`config.mk`:
```
export PLATFORM = sky130hd
export DESIGN_NAME = auqs_top
export DESIGN_NICKNAME = d
export VERILOG_FILES = /design/src/rtl/auqs_pkg.sv /design/src/rtl/auqs_top.sv
export SDC_FILE = /design/constraint.sdc
export NUM_CORES = 1
export LEC_CHECK = 0
export BUFFER_PORTS_ARGS = -buffer_cell sky130_fd_sc_hd__buf_2
export CAP_MARGIN = 20
export CORE_ASPECT_RATIO = 0.8
export CORE_UTILIZATION = 50
export DETAILED_ROUTE_END_ITERATION = 16
export PLACE_DENSITY = 0.74
export SYNTH_ARGS = -nofsm -noshare
export SYNTH_HDL_FRONTEND = slang
export SYNTH_SLANG_ARGS = --single-unit
export TNS_END_PERCENT = 1
```
`constraint.sdc`:
```
create_clock -name sys_clk -period 5.5 [get_ports sys_clk]
set_input_delay 0.275 -clock sys_clk [delete_from_list [all_inputs] [get_ports sys_clk]]
set_output_delay 0.275 -clock sys_clk [all_outputs]
set_load 0.05 [all_outputs]
```
`src/rtl/auqs_pkg.sv`:
```
// shared constants, types and register map of the auth usb qualify switch
// assumes a 100 MHz system clock and an apb master on the same clock
package auqs_pkg;
    // ------------------------------------------------------------
    // sizes and timing
    // ------------------------------------------------------------
    localparam int NCH = 4;
    localparam int SELW = 2;
    localparam int CLK_MHZ = 100;
    localparam int DIP_TIME_MS = 100;
    localparam int DIP_CYCLES = DIP_TIME_MS * CLK_MHZ * 1000;
    localparam int BLINK_TIME_MS = 250;
    localparam int BLINK_CYCLES = BLINK_TIME_MS * CLK_MHZ * 1000;
    localparam logic [3:0] BLINK_FLASHES = 4'h6;

    // ------------------------------------------------------------
    // register map
    // ------------------------------------------------------------
    localparam logic [11:0] OFS_CTRL = 12'h000;
    localparam logic [11:0] OFS_FCLS = 12'h004;
    localparam logic [11:0] OFS_FID = 12'h008;
    localparam logic [11:0] OFS_FSER = 12'h00C;
    localparam logic [11:0] OFS_STAT = 12'h010;
    localparam logic [31:0] REG_RST = 32'h0000_0000;
    localparam int CTRL_ADMIN = 0;
    localparam int CTRL_LOAD = 1;
    localparam int CTRL_DENY = 2;
    localparam int CTRL_MASK = 8;
    localparam int FCLS_EN = 24;

    // ------------------------------------------------------------
    // qualification constants
    // ------------------------------------------------------------
    localparam logic [7:0] CCID_CLASS = 8'h0B;
    localparam logic [15:0] REV_CCID = 16'h0110;
    localparam logic [15:0] REV_ICCID = 16'h0100;
    localparam logic [15:0] USB_V11 = 16'h0110;
    localparam logic [15:0] USB_V20 = 16'h0200;
    localparam logic [15:0] USB_V30 = 16'h0300;

    // synchronised pin vector layout, channel select buttons in the low bits
    localparam int PIN_ATT = NCH;
    localparam int PIN_TMP = NCH + 1;
    localparam int PIN_FRZ = NCH + 2;
    localparam int PIN_RST = NCH + 3;
    localparam int PINW = NCH + 4;

    // ------------------------------------------------------------
    // types
    // ------------------------------------------------------------
    typedef enum logic [1:0] {SYS_TEST, SYS_RUN, SYS_BLINK, SYS_FAIL} auqs_sys_t;
    typedef enum logic [1:0] {P_DET, P_QUAL, P_PASS, P_REJ} auqs_port_t;

    typedef struct packed {
        logic psel;
        logic penable;
        logic pwrite;
        logic [11:0] paddr;
        logic [31:0] pwdata;
    } auqs_apb_t;

    typedef struct packed {
        logic [7:0] cls;
        logic [7:0] sub;
        logic [7:0] proto;
        logic [15:0] vid;
        logic [15:0] pid;
        logic [31:0] serial;
        logic [15:0] usb_ver;
        logic [15:0] ccid_rev;
        logic bus_pwr;
    } auqs_enum_t;
endpackage

```
`src/rtl/auqs_top.sv`:
```
// auth usb qualify switch: qualifier routing, host mux, power dip, panel
// assumes enumeration results come from same-clock qualifier logic; panel
// pins, attach detect and tamper are asynchronous and synchronised here
`timescale 1ns/1ps

module auqs_top
    import auqs_pkg::*;
#(
    parameter int DIP_CYC = DIP_CYCLES,
    parameter int BLINK_CYC = BLINK_CYCLES
)
(
    input wire logic sys_clk,
    input wire logic reset,
    input wire auqs_apb_t apb_req,
    output logic [31:0] prdata,
    output logic pready,
    output logic pslverr,
    input wire logic dev_attach,
    input wire logic enum_valid,
    input wire auqs_enum_t enum_info,
    input wire logic tamper_in,
    input wire logic selftest_done,
    input wire logic selftest_pass,
    input wire logic [NCH-1:0] btn_sel,
    input wire logic btn_freeze,
    input wire logic btn_restore,
    output logic route_qual,
    output logic route_host,
    output logic [NCH-1:0] host_en,
    output logic vbus_en,
    output logic vbus_shunt,
    output logic [NCH-1:0] sel_led,
    output logic freeze_led,
    output logic selftest_req
);
    // ------------------------------------------------------------
    // pin synchronisers and edge detect
    // ------------------------------------------------------------
    logic [PINW-1:0] pin_s1_r;
    logic [PINW-1:0] pin_s2_r;
    logic [PINW-1:0] pin_d_r;
    logic [PINW-1:0] rise;

    always_ff @(posedge sys_clk)
    begin
        if (reset)
        begin
            pin_s1_r <= '0;
            pin_s2_r <= '0;
            pin_d_r <= '0;
        end
        else
        begin
            pin_s1_r <= {btn_restore, btn_freeze, tamper_in, dev_attach, btn_sel};
            pin_s2_r <= pin_s1_r;
            pin_d_r <= pin_s2_r;
        end
    end

    assign rise = pin_s2_r & ~pin_d_r;

    // ------------------------------------------------------------
    // state declarations
    // ------------------------------------------------------------
    auqs_sys_t sys_r;
    auqs_port_t port_r;
    logic tamp_r;
    logic admin_r;
    logic cfg_mode_r;
    logic deny_rule_r;
    logic [NCH-1:0] deny_mask_r;
    logic [5:0] crit_en_r;
    logic [7:0] f_cls_r;
    logic [7:0] f_sub_r;
    logic [7:0] f_pro_r;
    logic [15:0] f_vid_r;
    logic [15:0] f_pid_r;
    logic [31:0] f_ser_r;
    logic [SELW-1:0] sel_r;
    logic chan_valid_r;
    logic frz_r;
    logic [31:0] dip_cnt_r;
    logic [31:0] dip_cnt_nxt;
    logic [31:0] blink_cnt_r;
    logic [3:0] blink_n_r;
    logic blink_ph_r;
    logic blink_done;
    logic restore_go;
    logic dip_go;
    logic path_ok;
    logic attached;

    assign attached = pin_s2_r[PIN_ATT];
    assign restore_go = sys_r == SYS_RUN && rise[PIN_RST];
    assign blink_done = blink_cnt_r == '0 && blink_n_r == BLINK_FLASHES - 4'h1;

    // ------------------------------------------------------------
    // apb slave: one wait state, error on unmapped offsets
    // ------------------------------------------------------------
    logic acc;
    logic mapped;
    logic wr_en;
    logic [31:0] rdata;

    assign acc = apb_req.psel && apb_req.penable;
    assign mapped = apb_req.paddr inside {OFS_CTRL, OFS_FCLS, OFS_FID, OFS_FSER, OFS_STAT};
    assign wr_en = acc && pready && apb_req.pwrite && mapped;

    always_comb
    begin
        rdata = REG_RST;
        case (apb_req.paddr)
            OFS_CTRL: rdata = {20'h0_0000, deny_mask_r, 5'h00, deny_rule_r, cfg_mode_r, admin_r};
            OFS_FCLS: rdata = {2'h0, crit_en_r, f_pro_r, f_sub_r, f_cls_r};
            OFS_FID: rdata = {f_pid_r, f_vid_r};
            OFS_FSER: rdata = f_ser_r;
            OFS_STAT: rdata = {22'h00_0000, frz_r, chan_valid_r, sel_r, tamp_r, vbus_shunt, port_r, sys_r};
            default: rdata = REG_RST;
        endcase
    end

    always_ff @(posedge sys_clk)
    begin
        if (reset)
        begin
            pready <= 1'b0;
            prdata <= REG_RST;
            pslverr <= 1'b0;
        end
        else
        begin
            pready <= acc && !pready;
            prdata <= (acc && !pready && !apb_req.pwrite) ? rdata : REG_RST;
            pslverr <= acc && !pready && !mapped;
        end
    end

    // ------------------------------------------------------------
    // filter registers; restore returns them to factory values
    // ------------------------------------------------------------
    // admin login flag survives restore: credentials are kept
    always_ff @(posedge sys_clk)
    begin
        if (reset)
            admin_r <= 1'b0;
        else if (wr_en && apb_req.paddr == OFS_CTRL)
            admin_r <= apb_req.pwdata[CTRL_ADMIN];
    end

    always_ff @(posedge sys_clk)
    begin
        if (reset || restore_go)
        begin
            cfg_mode_r <= 1'b0;
            deny_rule_r <= 1'b0;
            deny_mask_r <= '0;
            crit_en_r <= '0;
            f_cls_r <= '0;
            f_sub_r <= '0;
            f_pro_r <= '0;
            f_vid_r <= '0;
            f_pid_r <= '0;
            f_ser_r <= '0;
        end
        else if (wr_en && admin_r)
        begin
            case (apb_req.paddr)
                OFS_CTRL:
                begin
                    if (apb_req.pwdata[CTRL_LOAD])
                        cfg_mode_r <= 1'b1;
                    deny_rule_r <= apb_req.pwdata[CTRL_DENY];
                    deny_mask_r <= apb_req.pwdata[CTRL_MASK +: NCH];
                end
                OFS_FCLS:
                begin
                    f_cls_r <= apb_req.pwdata[7:0];
                    f_sub_r <= apb_req.pwdata[15:8];
                    f_pro_r <= apb_req.pwdata[23:16];
                    crit_en_r <= apb_req.pwdata[FCLS_EN +: 6];
                end
                OFS_FID:
                begin
                    f_vid_r <= apb_req.pwdata[15:0];
                    f_pid_r <= apb_req.pwdata[31:16];
                end
                OFS_FSER: f_ser_r <= apb_req.pwdata;
                default: ;
            endcase
        end
    end

    // ------------------------------------------------------------
    // qualification match
    // ------------------------------------------------------------
    logic fixed_ok;
    logic ver_ok;
    logic [5:0] crit_eq;
    logic filt_hit;
    logic pass_ok;

    assign fixed_ok = enum_info.cls == CCID_CLASS && enum_info.bus_pwr
        && (enum_info.ccid_rev == REV_CCID || enum_info.ccid_rev == REV_ICCID);
    assign ver_ok = enum_info.usb_ver inside {USB_V11, USB_V20, USB_V30};
    assign crit_eq = {enum_info.serial == f_ser_r, enum_info.vid == f_vid_r,
        enum_info.pid == f_pid_r, enum_info.proto == f_pro_r,
        enum_info.sub == f_sub_r, enum_info.cls == f_cls_r};
    assign filt_hit = |crit_en_r && &(crit_eq | ~crit_en_r);
    // deny entries only narrow the auth-device baseline, never widen it
    assign pass_ok = !cfg_mode_r ? fixed_ok
        : (deny_rule_r ? (fixed_ok && !filt_hit) : (ver_ok && filt_hit));

    // ------------------------------------------------------------
    // port routing state
    // ------------------------------------------------------------
    always_ff @(posedge sys_clk)
    begin
        if (reset || !attached)
            port_r <= P_DET;
        else
        begin
            case (port_r)
                P_DET: port_r <= P_QUAL;
                P_QUAL:
                    if (enum_valid)
                        port_r <= pass_ok ? P_PASS : P_REJ;
                P_PASS:
                    if (dip_go)
                        port_r <= P_QUAL;
                    else if (enum_valid && !pass_ok)
                        port_r <= P_REJ;
                P_REJ: port_r <= P_REJ;
                default: port_r <= P_DET;
            endcase
        end
    end

    // lines are switched, never buffered, so nothing of the traffic is held
    always_ff @(posedge sys_clk)
    begin
        if (reset)
        begin
            route_qual <= 1'b1;
            route_host <= 1'b0;
        end
        else
        begin
            route_qual <= port_r != P_PASS;
            route_host <= port_r == P_PASS;
        end
    end

    // ------------------------------------------------------------
    // system state: self-test, run, restore blink, fail
    // ------------------------------------------------------------
    always_ff @(posedge sys_clk)
    begin
        if (reset)
            tamp_r <= 1'b0;
        else if (pin_s2_r[PIN_TMP])
            tamp_r <= 1'b1;
    end

    always_ff @(posedge sys_clk)
    begin
        if (reset)
            sys_r <= SYS_TEST;
        else if (tamp_r)
            sys_r <= SYS_FAIL;
        else
        begin
            case (sys_r)
                SYS_TEST:
                    if (selftest_done)
                        sys_r <= selftest_pass ? SYS_RUN : SYS_FAIL;
                SYS_RUN:
                    if (restore_go)
                        sys_r <= SYS_BLINK;
                SYS_BLINK:
                    if (blink_done)
                        sys_r <= SYS_TEST;
                SYS_FAIL: sys_r <= SYS_FAIL;
                default: sys_r <= SYS_TEST;
            endcase
        end
    end

    always_ff @(posedge sys_clk)
    begin
        if (reset)
            selftest_req <= 1'b0;
        else
            selftest_req <= sys_r == SYS_BLINK && blink_done && !tamp_r;
    end

    always_ff @(posedge sys_clk)
    begin
        if (reset || restore_go)
        begin
            blink_cnt_r <= 32'(BLINK_CYC - 1);
            blink_n_r <= '0;
            blink_ph_r <= 1'b1;
        end
        else if (sys_r == SYS_BLINK)
        begin
            if (blink_cnt_r == '0)
            begin
                blink_cnt_r <= 32'(BLINK_CYC - 1);
                blink_n_r <= blink_n_r + 4'h1;
                blink_ph_r <= !blink_ph_r;
            end
            else
                blink_cnt_r <= blink_cnt_r - 32'h0000_0001;
        end
    end

    // ------------------------------------------------------------
    // channel selection, freeze and power dip
    // ------------------------------------------------------------
    logic pick_v;
    logic [SELW-1:0] pick;

    // lowest pressed button wins when several rise together
    always_comb
    begin
        pick_v = 1'b0;
        pick = '0;
        for (int i = NCH - 1; i >= 0; i--)
        begin
            if (rise[i])
            begin
                pick_v = 1'b1;
                pick = SELW'(i);
            end
        end
    end

    assign dip_go = sys_r == SYS_RUN && !tamp_r && !frz_r && pick_v
        && (!chan_valid_r || pick != sel_r);

    always_ff @(posedge sys_clk)
    begin
        if (reset || sys_r != SYS_RUN)
        begin
            sel_r <= '0;
            chan_valid_r <= 1'b0;
            frz_r <= 1'b0;
        end
        else
        begin
            if (dip_go)
            begin
                sel_r <= pick;
                chan_valid_r <= 1'b1;
            end
            if (rise[PIN_FRZ])
                frz_r <= !frz_r;
        end
    end

    always_comb
    begin
        if (dip_go)
            dip_cnt_nxt = 32'(DIP_CYC);
        else if (dip_cnt_r != '0)
            dip_cnt_nxt = dip_cnt_r - 32'h0000_0001;
        else
            dip_cnt_nxt = '0;
    end

    always_ff @(posedge sys_clk)
    begin
        if (reset)
        begin
            dip_cnt_r <= '0;
            vbus_en <= 1'b0;
            vbus_shunt <= 1'b0;
            freeze_led <= 1'b0;
        end
        else
        begin
            dip_cnt_r <= dip_cnt_nxt;
            vbus_en <= dip_cnt_nxt == '0;
            vbus_shunt <= dip_cnt_nxt != '0;
            freeze_led <= frz_r && sys_r == SYS_RUN;
        end
    end

    // ------------------------------------------------------------
    // per-channel host paths and indicators
    // ------------------------------------------------------------
    assign path_ok = sys_r == SYS_RUN && !tamp_r && !pin_s2_r[PIN_TMP]
        && port_r == P_PASS && chan_valid_r && dip_cnt_r == '0;

    // each channel owns its flops; nothing is shared between channels
    for (genvar g = 0; g < NCH; g++)
    begin : g_ch
        always_ff @(posedge sys_clk)
        begin
            if (reset)
            begin
                host_en[g] <= 1'b0;
                sel_led[g] <= 1'b0;
            end
            else
            begin
                host_en[g] <= path_ok && sel_r == SELW'(g) && !deny_mask_r[g];
                sel_led[g] <= (sys_r == SYS_RUN && chan_valid_r && sel_r == SELW'(g))
                    || (sys_r == SYS_BLINK && blink_ph_r);
            end
        end
    end
endmodule
```
After elaboration in Yosys (flattened, before gate mapping)
Index checks and enable logic that the tools add are counted.
W data, S select, Z words.
Word-level totals
  logic and storage cells: 196
  memories: 0
  bits in writable memories: 0
  register bits: 251
  ROM bits: 0
  bits in latches: 0
  output and inout port bits: 48
Operators by class
  bitwise logic cells: 5
  multipliers: 0
  muxes and demuxes: 25
  shift-type cells: 0
  divide/modulo/power cells: 0
  eq/ne operators: 34
  reduce and logical (&&, ||, !) cells: 88
  magnitude comparators: 0
  add/sub/neg operators: 3
Operators by type and width (number)
  $pmux W32 S5: 1
  $logic_not A32 Y1: 3
  $mux W32: 3
  $reduce_bool A32 Y1: 2
  $sub A32 B1 Y32 const B: 2
  $eq A16 B9 Y1 const B: 3
  $logic_and A1 B1 Y1: 42
  $eq A16 B10 Y1 const B: 2
  $eq A16 B16 Y1: 2
  $eq A32 B32 Y1: 1
  $eq A12 B4 Y1 const B: 2
  $eq A8 B8 Y1: 3
  $mux W2: 12
  $pmux W2 S4: 2
  $logic_not A1 Y1: 15
  $eq A12 B3 Y1 const B: 1
  $eq A12 B5 Y1 const B: 1
  $eq A2 B2 Y1 const B: 6
  $logic_not A12 Y1: 1
  $ne A3 B3 Y1 const B: 4
  $reduce_and A2 Y1: 6
  $logic_or A1 B1 Y1: 9
  $and A8 B8 Y8: 1
  $eq A8 B4 Y1 const B: 1
  other kinds (18): 30

Depth between registers and ports, before layout
Gate-level depths: netlist (run 1).
  depth in word-level cells: 13
  mapped depth: 11
  mapped depth without buffers: 9

Worst setup path after synthesis (run 1)
Ideal clock, no wire load.
  path type: register to register
  from: reg sys_r[0]
  to: reg blink_cnt_r[27]
  clock period less this slack: 2.300 ns
  path buffers: 2
  cell stages (with the launch flop): 12
  path slack: 3.200 ns
  setup time: 0.117 ns
  arrival time: 2.182 ns
  cell sequence: dfxtp_1 -> inv_1 -> ha_1 -> buf_2 -> or4b_1 -> nor4_2 -> and2_1 -> buf_2 -> nand2_1 -> nor3_2 -> xnor2_1 -> nor2_1
On the way
  cells in the longest elaborated chain, start to end: 3
  elaborated cells between the ends (all ways): 4
RTL lines
  from (decl): line auqs_top.sv:66  | auqs_sys_t sys_r;
  from (signal assigned): line auqs_top.sv:276  | sys_r <= selftest_pass ? SYS_RUN : SYS_FAIL;
  $eq A2 B1 Y1: line auqs_top.sv:95  | assign restore_go = sys_r == SYS_RUN && rise[PIN_RST];
  $logic_and A1 B1 Y1: line auqs_top.sv:95
  $logic_or A1 B1 Y1: line auqs_top.sv:299  | if (reset || restore_go)
  to (signal assigned): line auqs_top.sv:301  | blink_cnt_r <= 32'(BLINK_CYC - 1);
  to (signal assigned): line auqs_top.sv:309  | blink_cnt_r <= 32'(BLINK_CYC - 1);
  to (signal assigned): line auqs_top.sv:314  | blink_cnt_r <= blink_cnt_r - 32'h0000_0001;
  to (decl): line auqs_top.sv:85  | logic [31:0] blink_cnt_r;
Several ways; a longest one is shown, not always the timed one.
A chain may end at the register's enable or synchronous reset.

Worst setup path after layout (run 1)
  from: reg dip_cnt_r[10]
  to: reg dip_cnt_r[26]
On the way
  cells in the longest elaborated chain, start to end: 3
  elaborated cells between the ends (all ways): 4
RTL lines
  from (decl): line auqs_top.sv:83  | logic [31:0] dip_cnt_r;
  from (signal assigned): line auqs_top.sv:383  | dip_cnt_r <= dip_cnt_nxt;
  $sub A32 B1 Y32 / $reduce_bool A32 Y1 (equally long branches): line auqs_top.sv:367, auqs_top.sv:366
  $mux W32 *: line auqs_top.sv:366  | else if (dip_cnt_r != '0)
  $mux W32 *: line auqs_top.sv:364  | if (dip_go)
Every way passes the cells marked *; elsewhere a longest branch is shown, timed or not.

==> metrics.txt, run 1 <==
die area=22980 sq um; Main synth FF type=dfxtp_1; Placed Area=12520 sq um; first-pass GRT wire length=49450 um; Crit. End Element=flop; fmax=0.3093 GHz; Final Non-Filler Cells=1836; flop2flop setup slack=2.27 ns; Reg clk slew, reported paths=0.06 ns; Ports=229; EDFF count, synth=0; ANT nets after route=0; slowest cell delay on critical path=0.79 ns; CTS Root Buffer Type=clkbuf_16; Detailed Route WL=32490 um; setup TNS=0 ns; Cell Pwr Density=396.0 nW/um^2; crit-path max FO=23; post-synth net total=1498; WS Path Type=reg2reg; fin crit period=3.233 ns; clock sink total=249; vias in the first global route=9452; area delta synth->final=21.34%; worst rel slew slack=24.56%; reg2reg end=dip_cnt_r[26]; syn avg cell area=8.561 sq um; antenna violations before repair=5; Vias=10160; CTS HTree Levels=1; Worst R2R Start=dip_cnt_r[10]; layout cell share with drive strength beyond 1=21.42%; largest net degree at the start of global routing=108; min-delay src=apb_req[15]; post-placement cell count=1776; row count=48; worst endpoint required time=5.88 ns; core area=21740 sq um; Port Buffers=227; hold path depth=3; hold worst-path end=f_vid_r[15]; crit path buf inv count=0; routability cong.=0.9334; Setup WS pre-CTS=2.310 ns; DRC viols=0; crit path launch=dip_cnt_r[10]; Worst VDD drop=0.2170 mV; first drt pass iteration count=9; Netlist cell types=67; leakage power=5.376 nW; maxcap violations=0; Starting Density=51.47%; Final HPWL DP=23460 um; CTS Buffer Depth=3; die width=169.3 um; cell mode on critical path=nor2_1; RSZ-0062 raised after global routing=no; Startpoint Class=flop; Worst Slack Setup Final=2.267 ns; crit share post-route=58.78%; synth warn=0; R2R depth=7; HP Class=in2reg; crit path cell chain=nor4_4 -> nand4_1 -> or2_4 -> nor2_1 -> nand2_1 -> nand3b_1 -> nor2_1; final hold vios=0; gr ovfl total=0; post-synthesis cell count=1307; CP delay by family, top=simple AND/OR/NAND/NOR gates; Worst EP arrival=3.61 ns; vias per cell=5.536; Clock Latency Late Sink=0.53 ns; clk_skew=0.01532 ns; status=completed; CTS buffer count=26; Avg WL per Cell=17.70 um; DRT iter0 DRCs=958; Synth Register Bits=249; TritonCTS clock tree=yes; die span in y=135.8 um; register area share after synthesis=44.55%; Final setup viols=0; Slew @ Worst Pin=1.132 ns; synthesized area=11190 sq um; post-synthesis async set-or-reset flop share=0%; Max Slew Vio Count=0; Design Area, Final=13580 sq um; Tot GR Track Use=27.56%; Final Net Count=1703; slowest cell on the critical path=nand3b_1
-- how the worst max path moves through the flow --
| stage | to | slack [ns] | cells past startpoint |
|---|---|---|---|
| global placement | dip_cnt_r[26] | 2.39 | 7 |
| finish | dip_cnt_r[26] | 2.27 | 7 |
| global route | dip_cnt_r[4] | 2.00 | 7 |
| detailed placement | dip_cnt_r[26] | 2.31 | 7 |
| CTS | dip_cnt_r[26] | 2.29 | 7 |
| floorplan | blink_cnt_r[27] | 3.20 | 11 |
-- cell usage after synthesis (all sizes together), types with 2 or more instances --
cell      n  share of area, %
or4      10              0.74
nand4    27               1.5
ha       10               1.1
buf      18              0.77
a22oi    20               1.3
a222oi   10              0.89
o41ai     2              0.22
nor3     32               1.6
a21o      2              0.13
nor4b     7              0.72
o21ai    17              0.76
or3       8              0.49
clkbuf   51               1.7
a21oi   114               5.1
a211oi    2              0.13
mux2i    16               1.4
or4b      2              0.18
nand2   246               8.3
nand3b    3              0.20
nor4     43               2.9
a31o      2              0.16
a22o      5              0.39
or2       4              0.27
xnor2    64               5.0
a31oi     4              0.22
inv      23              0.77
nand4b    3              0.23
and4      2              0.16
nor3b     4              0.27
dfxtp   249                45
and2      5              0.28
o31ai     2              0.13
mux2     19               1.9
nor2    115               3.9
and3      6              0.34
xor2     86               6.7
nand3    14              0.63
nand2b    7              0.39
nor2b    37               2.1
-- per-layer routing --
layer | global-route usage (%) | part of all wire (%) | vias to the layer above
met1 | 38.81 | 45 | 4740
met3 | 4.762 | 8.5 | 75
li1 | - | - | 4878
met4 | 9.159 | 3.1 | 0
met5 | 0 | 0 | -
met2 | 42.71 | 44 | 471
-- per-stage QoR --
stage	power, mW	hold slack, ns	utilization [%]
6_report	5.377	0.009457	62.45
5_1_grt	5.631	0.007235	62.45
4_1_cts	5.372	0.0002742	62.37
3_5_place_dp	3.404	0.4278	57.57
3_3_place_gp	3.376	0.4246	57.57
2_1_floorplan	3.081	0.3623	-
-- registers in the layout, summed over array words and instances (netlist names), 2 cells and up --
signal and count:
blink_cnt_r 32, blink_n_r 4, crit_en_r 6, deny_mask_r 4, dip_cnt_r 32, f_cls_r 8, f_pid_r 16, f_pro_r 8
f_ser_r 32, f_sub_r 8, f_vid_r 16, host_en 4, pin_d_r 6, pin_s1_r 8, pin_s2_r 8, port_r 2
prdata 32, sel_led 4, sel_r 2, sys_r 2
-- logic make-up (layout without fill, tap and decap cells) --
logic type | Yosys count | count (layout) | synth area share [%]
simple gates | 577 | 577 | 25.17
other cells | 0 | 5 | 0
mux | 36 | 36 | 3.545
compound gates | 193 | 193 | 10.62
buf+inv | 92 | 316 | 3.254
fa+ha+maj | 10 | 10 | 1.118
flops | 249 | 249 | 44.55
xor+xnor | 150 | 150 | 11.74
-- worst reg2reg max path: stages, from the launching register on --
cell and delay (ns):
dfxtp_1 0.36, nor4_4 0.45, nand4_1 0.53, or2_4 0.46
nor2_1 0.08, nand2_1 0.28, nand3b_1 0.79, nor2_1 0.12
-- what timing repair did --
action / CTS / global route
setup buffers: 0 / 0
hold buffers: 7 / 0
endpoints found under the hold margin: 7 / 0
resized for setup: 0 / 0
-- layout make-up --
type | instances | area [sq um]
tap | 300 | 375.4
clock buffer | 35 | 755.7
clock inverter | 12 | 217.7
antenna | 5 | 12.51
sequential | 249 | 4985
multi-input combinational | 966 | 5851
fill | 1885 | 8164
timing repair buffer | 246 | 1294
inverter | 23 | 86.33
-- cells in the final DEF (no fill, tap or decap), types with 8 or more instances in the layout --
master     instances
a21oi_1          114
a222oi_1          10
a22oi_1           20
buf_2            228
buf_4             11
clkbuf_16         27
dfxtp_1          249
ha_1              10
inv_1             23
mux2_2            18
mux2i_1           16
nand2_1          246
nand3_1           14
nand4_1           27
nor2_1           115
nor2b_1           36
nor3_1            29
nor4_1            39
o21ai_0           15
or4_1              8
xnor2_1           64
xor2_1            86
-- where the power goes --
group	switching [mW]	internal, mW	leakage, nW	total, mW
logic	0.759	0.549	2.89	1.31
clock network	0.737	1.24	0.469	1.98
registers	0.158	1.93	2.02	2.09
No activity file was read; power rests on OpenSTA's default activity.
==> run 2, diff against run 1 <==
--- a/config.mk
+++ b/config.mk
@@ -5,12 +5,13 @@
 export SDC_FILE = /design/constraint.sdc
 export NUM_CORES = 1
 export LEC_CHECK = 0
+export ABC_AREA = 1
 export BUFFER_PORTS_ARGS = -buffer_cell sky130_fd_sc_hd__buf_2
 export CAP_MARGIN = 20
 export CORE_ASPECT_RATIO = 0.8
 export CORE_UTILIZATION = 50
 export DETAILED_ROUTE_END_ITERATION = 16
-export PLACE_DENSITY = 0.74
+export PLACE_DENSITY = 0.73
 export SYNTH_ARGS = -nofsm -noshare
 export SYNTH_HDL_FRONTEND = slang
 export SYNTH_SLANG_ARGS = --single-unit
==> constraint.sdc (replaced) <==
create_clock -name sys_clk -period 3.3 [get_ports sys_clk]
set_input_delay 0.165 -clock sys_clk [delete_from_list [all_inputs] [get_ports sys_clk]]
set_output_delay 0.165 -clock sys_clk [all_outputs]
set_load 0.05 [all_outputs]
==> metrics.txt, run 2 <==
status=completed (unchanged); Max Slew Vio Count=0 (unchanged); TritonCTS clock tree=yes (unchanged); slowest cell delay on critical path=0.35 ns (was 0.79 ns); R2R depth=14 (was 7); die width=174.5 um (was 169.3 um); min-delay src=reset (was apb_req[15]); Ports=229 (unchanged); row count=50 (was 48); Crit. End Element=flop (unchanged); synth warn=0 (unchanged); flop2flop setup slack=0.76 ns (was 2.27 ns); Final Net Count=2091 (was 1703); ranking of synthesized cells by area=dfxtp_1 42%, nand2_1 9.4%, nor2_1 6.4% (was dfxtp_1 45%, nand2_1 8.3%, xor2_1 6.7%); clk_skew=0.009249 ns (was 0.01532 ns); HP Class=in2reg (unchanged); Avg WL per Cell=15.52 um (was 17.70 um); RSZ-0062 raised after global routing=no (unchanged); Tot GR Track Use=27.73% (was 27.56%); hold worst-path end=route_qual (was f_vid_r[15]); reg2reg end=vbus_shunt (was dip_cnt_r[26]); core area=23400 sq um (was 21740 sq um); Net Sw Frac=37.25% (was 30.76%); CTS buffer count=26 (unchanged); Post-CTS Setup Repair Bufs=0 (unchanged); CTS Buffer Depth=3 (unchanged); die span in y=140.0 um (was 135.8 um); Placed Area=13340 sq um (was 12520 sq um); worst endpoint required time=3.69 ns (was 5.88 ns); Switch Pwr=3.664 mW (was 1.654 mW); Worst EP arrival=2.93 ns (was 3.61 ns); Synth Register Bits=249 (unchanged); CTS HTree Levels=1 (unchanged); FILL cells=2084 (was 1885); clock sink total=249 (unchanged); die area=24440 sq um (was 22980 sq um); CTS Root Buffer Type=clkbuf_16 (unchanged); cell accounting for the most synthesized area=dfxtp_1 (unchanged); Detailed Route WL=34650 um (was 32490 um); first drt pass iteration count=6 (was 9); Starting Density=50.90% (was 51.47%); Cell Pwr Density=672.1 nW/um^2 (was 396.0 nW/um^2); syn avg cell area=7.253 sq um (was 8.561 sq um); leakage power=6.683 nW (was 5.376 nW); commonest non-fill, non-tap cell in the layout=nand2_1 (was dfxtp_1); first-pass GRT wire length=54500 um (was 49450 um); fin crit period=2.541 ns (was 3.233 ns); Worst VDD drop=0.3850 mV (was 0.2170 mV); register area share after synthesis=41.86% (was 44.55%); vias in the first global route=10790 (was 9452); Slew @ Worst Pin=0.7953 ns (was 1.132 ns); commonest cells in the netlist=298 x nand2_1, 249 x dfxtp_1, 202 x nor2_1 (was 249 x dfxtp_1, 246 x nand2_1, 115 x nor2_1); Synth top area share=41.86% (was 44.55%); crit share post-route=77.01% (was 58.78%); area delta synth->final=22.91% (was 21.34%); Vias=11750 (was 10160); post-synthesis async set-or-reset flop share=0% (unchanged); vias per cell=5.263 (was 5.536); crit path cell chain=inv_1 -> ha_1 -> nand3_1 -> a31oi_2 -> nand2_1 -> buf_4 -> inv_1 -> nor2_1 -> inv_1 -> nand2_1 -> nor2_1 -> nand2_1 -> nor2_1 -> a21oi_1 (was nor4_4 -> nand4_1 -> or2_4 -> nor2_1 -> nand2_1 -> nand3b_1 -> nor2_1); top-count cell post-synth=nand2_1 (was dfxtp_1); ANT nets after route=0 (unchanged); routability cong.=0.9398 (was 0.9334); Clk network pwr share=30.4% (was 36.8%); Pint=6.173 mW (was 3.723 mW); synthesized area=11910 sq um (was 11190 sq um); Worst Slack Setup Final=0.7586 ns (was 2.267 ns); Setup WS pre-CTS=0.8541 ns (was 2.310 ns); post-synth net total=1833 (was 1498); CP delay by family, top=simple AND/OR/NAND/NOR gates (unchanged); commonest cells after routing, fill and taps aside=298 x nand2_1, 249 x dfxtp_1, 227 x buf_2 (was 249 x dfxtp_1, 246 x nand2_1, 228 x buf_2); Main synth FF type=dfxtp_1 (unchanged); Final setup viols=0 (unchanged); Design Area, Final=14640 sq um (was 13580 sq um); DRC viols=0 (unchanged); antenna violations before repair=2 (was 5); gr ovfl total=0 (unchanged); Reg clk slew, reported paths=0.06 ns (about the same); final hold vios=0 (unchanged); crit-path max FO=11 (was 23); hold path depth=3 (unchanged); Clock Latency Late Sink=0.53 ns (about the same); Port Buffers=227 (unchanged); Worst R2R Start=sys_r[1] (was dip_cnt_r[10]); DRT iter0 DRCs=1146 (was 958); maxcap violations=0 (unchanged); largest net degree at the start of global routing=65 (was 108); Startpoint Class=flop (unchanged); EDFF count, synth=0 (unchanged); Final HPWL DP=25190 um (was 23460 um); final hold slack=0.09555 ns (was 0.009457 ns); fmax=0.3935 GHz (was 0.3093 GHz); post-synthesis cell count=1642 (was 1307); setup TNS=0 ns (unchanged); slowest cell on the critical path=ha_1 (was nand3b_1); Logic pwr share=35.1% (was 24.3%); worst rel slew slack=46.49% (was 24.56%); WS Path Type=reg2reg (unchanged); Netlist cell types=50 (was 67); layout cell share with drive strength beyond 1=17.84% (was 21.42%); crit path buf inv count=4 (was 0); sequential power share=34.5% (was 38.9%)
run 2: cell types whose count changed after synthesis, moves of 25 or more:
cell      change
inv_1       +171
nor2_1       +87
o21ai_0      +69
xor2_1       -54
nand2_1      +52
nand3_1      +46
o21ai_1      +46
nor2b_1      -37
a21oi_1      +26
clkbuf_1     -25
nor4_1       -25
run 2: cells by family (layout without fill, tap and decap cells):
| group | Yosys count | after routing | synth area share, % |
|---|---|---|---|
| AND/OR/NAND/NOR | 692 | 692 | 25.76 |
| AO/OA/AOI/OAI | 330 | 330 | 15.19 |
| buffers and inverters | 260 | 535 | 8.710 |
| flip-flops | 249 | 249 | 41.86 |
| XOR/XNOR | 101 | 101 | 7.428 |
| adder cells (fa/ha/maj) | 10 | 10 | 1.051 |
| other | 0 | 3 | 0 |
run 2: how the worst max path moves through the flow:
stage	slack, ns	from	cells past startpoint	endpoint
after floorplan	1.35	dip_cnt_r[0]	13	vbus_shunt
after detailed placement	0.85	sys_r[1]	14	vbus_shunt
after global routing	0.56	sys_r[1]	14	vbus_shunt
final	0.76	sys_r[1]	14	vbus_shunt
after CTS	0.84	sys_r[1]	14	vbus_shunt
after global placement	0.91	sys_r[1]	14	vbus_shunt
run 2: what timing repair did:
action	4_1_cts	5_1_grt
endpoints found under the hold margin	110	0
gates resized for setup	0	0
setup endpoints to repair	0	0
hold buffers	41	0
run 2: final cells by class:
type	instances	area, sq um	share of cell area [%]
inverters	204	765.7	5.231
repair buffers	286	1707	11.66
well taps	312	390.4	2.667
flip-flops and latches	249	4985	34.05
clock buffers	41	838.3	5.727
multi-input cells	1133	5899	40.30
clock inverters	4	45.04	0.3077
diodes	3	7.507	0.05129
run 2: power groups by stage:
stage | Clock (mW) | Sequential, mW | Combinational [mW]
final | 2.99 | 3.39 | 3.45
after global placement | 0 | 3.45 | 3.29
after detailed placement | 0 | 3.45 | 3.33
after floorplan | 0 | 3.45 | 2.44
after global routing | 3.16 | 3.41 | 3.83
after CTS | 3.03 | 3.39 | 3.39
run 2: layer usage:
| metal | GRT usage, % | vias to the layer above | part of all wire [%] |
|---|---|---|---|
| met4 | 7.872 | 0 | 2.5 |
| met3 | 4.262 | 58 | 8.0 |
| li1 | - | 5862 | - |
| met2 | 42.76 | 520 | 43 |
| met1 | 40.04 | 5308 | 47 |
| met5 | 0 | - | 0 |
run 2: worst register-to-register path, delay by kind of cell (launching register included):
family	cells	cell delay, ns
AOI/OAI and AO/OA	2	0.34
adders and majority gates	1	0.35
buffers and inverters	4	0.65
DFF	1	0.33
and+or+nand+nor	7	0.72
run 2: per-stage QoR:
step | cells | power [mW] | util (%)
2_1_floorplan | 1642 | 5.898 | -
3_3_place_gp | 2143 | 6.736 | 57.00
3_5_place_dp | 2143 | 6.777 | 57.00
4_1_cts | 2229 | 9.813 | 62.53
5_1_grt | 2231 | 10.41 | 62.55
6_report | 2232 | 9.838 | 62.56
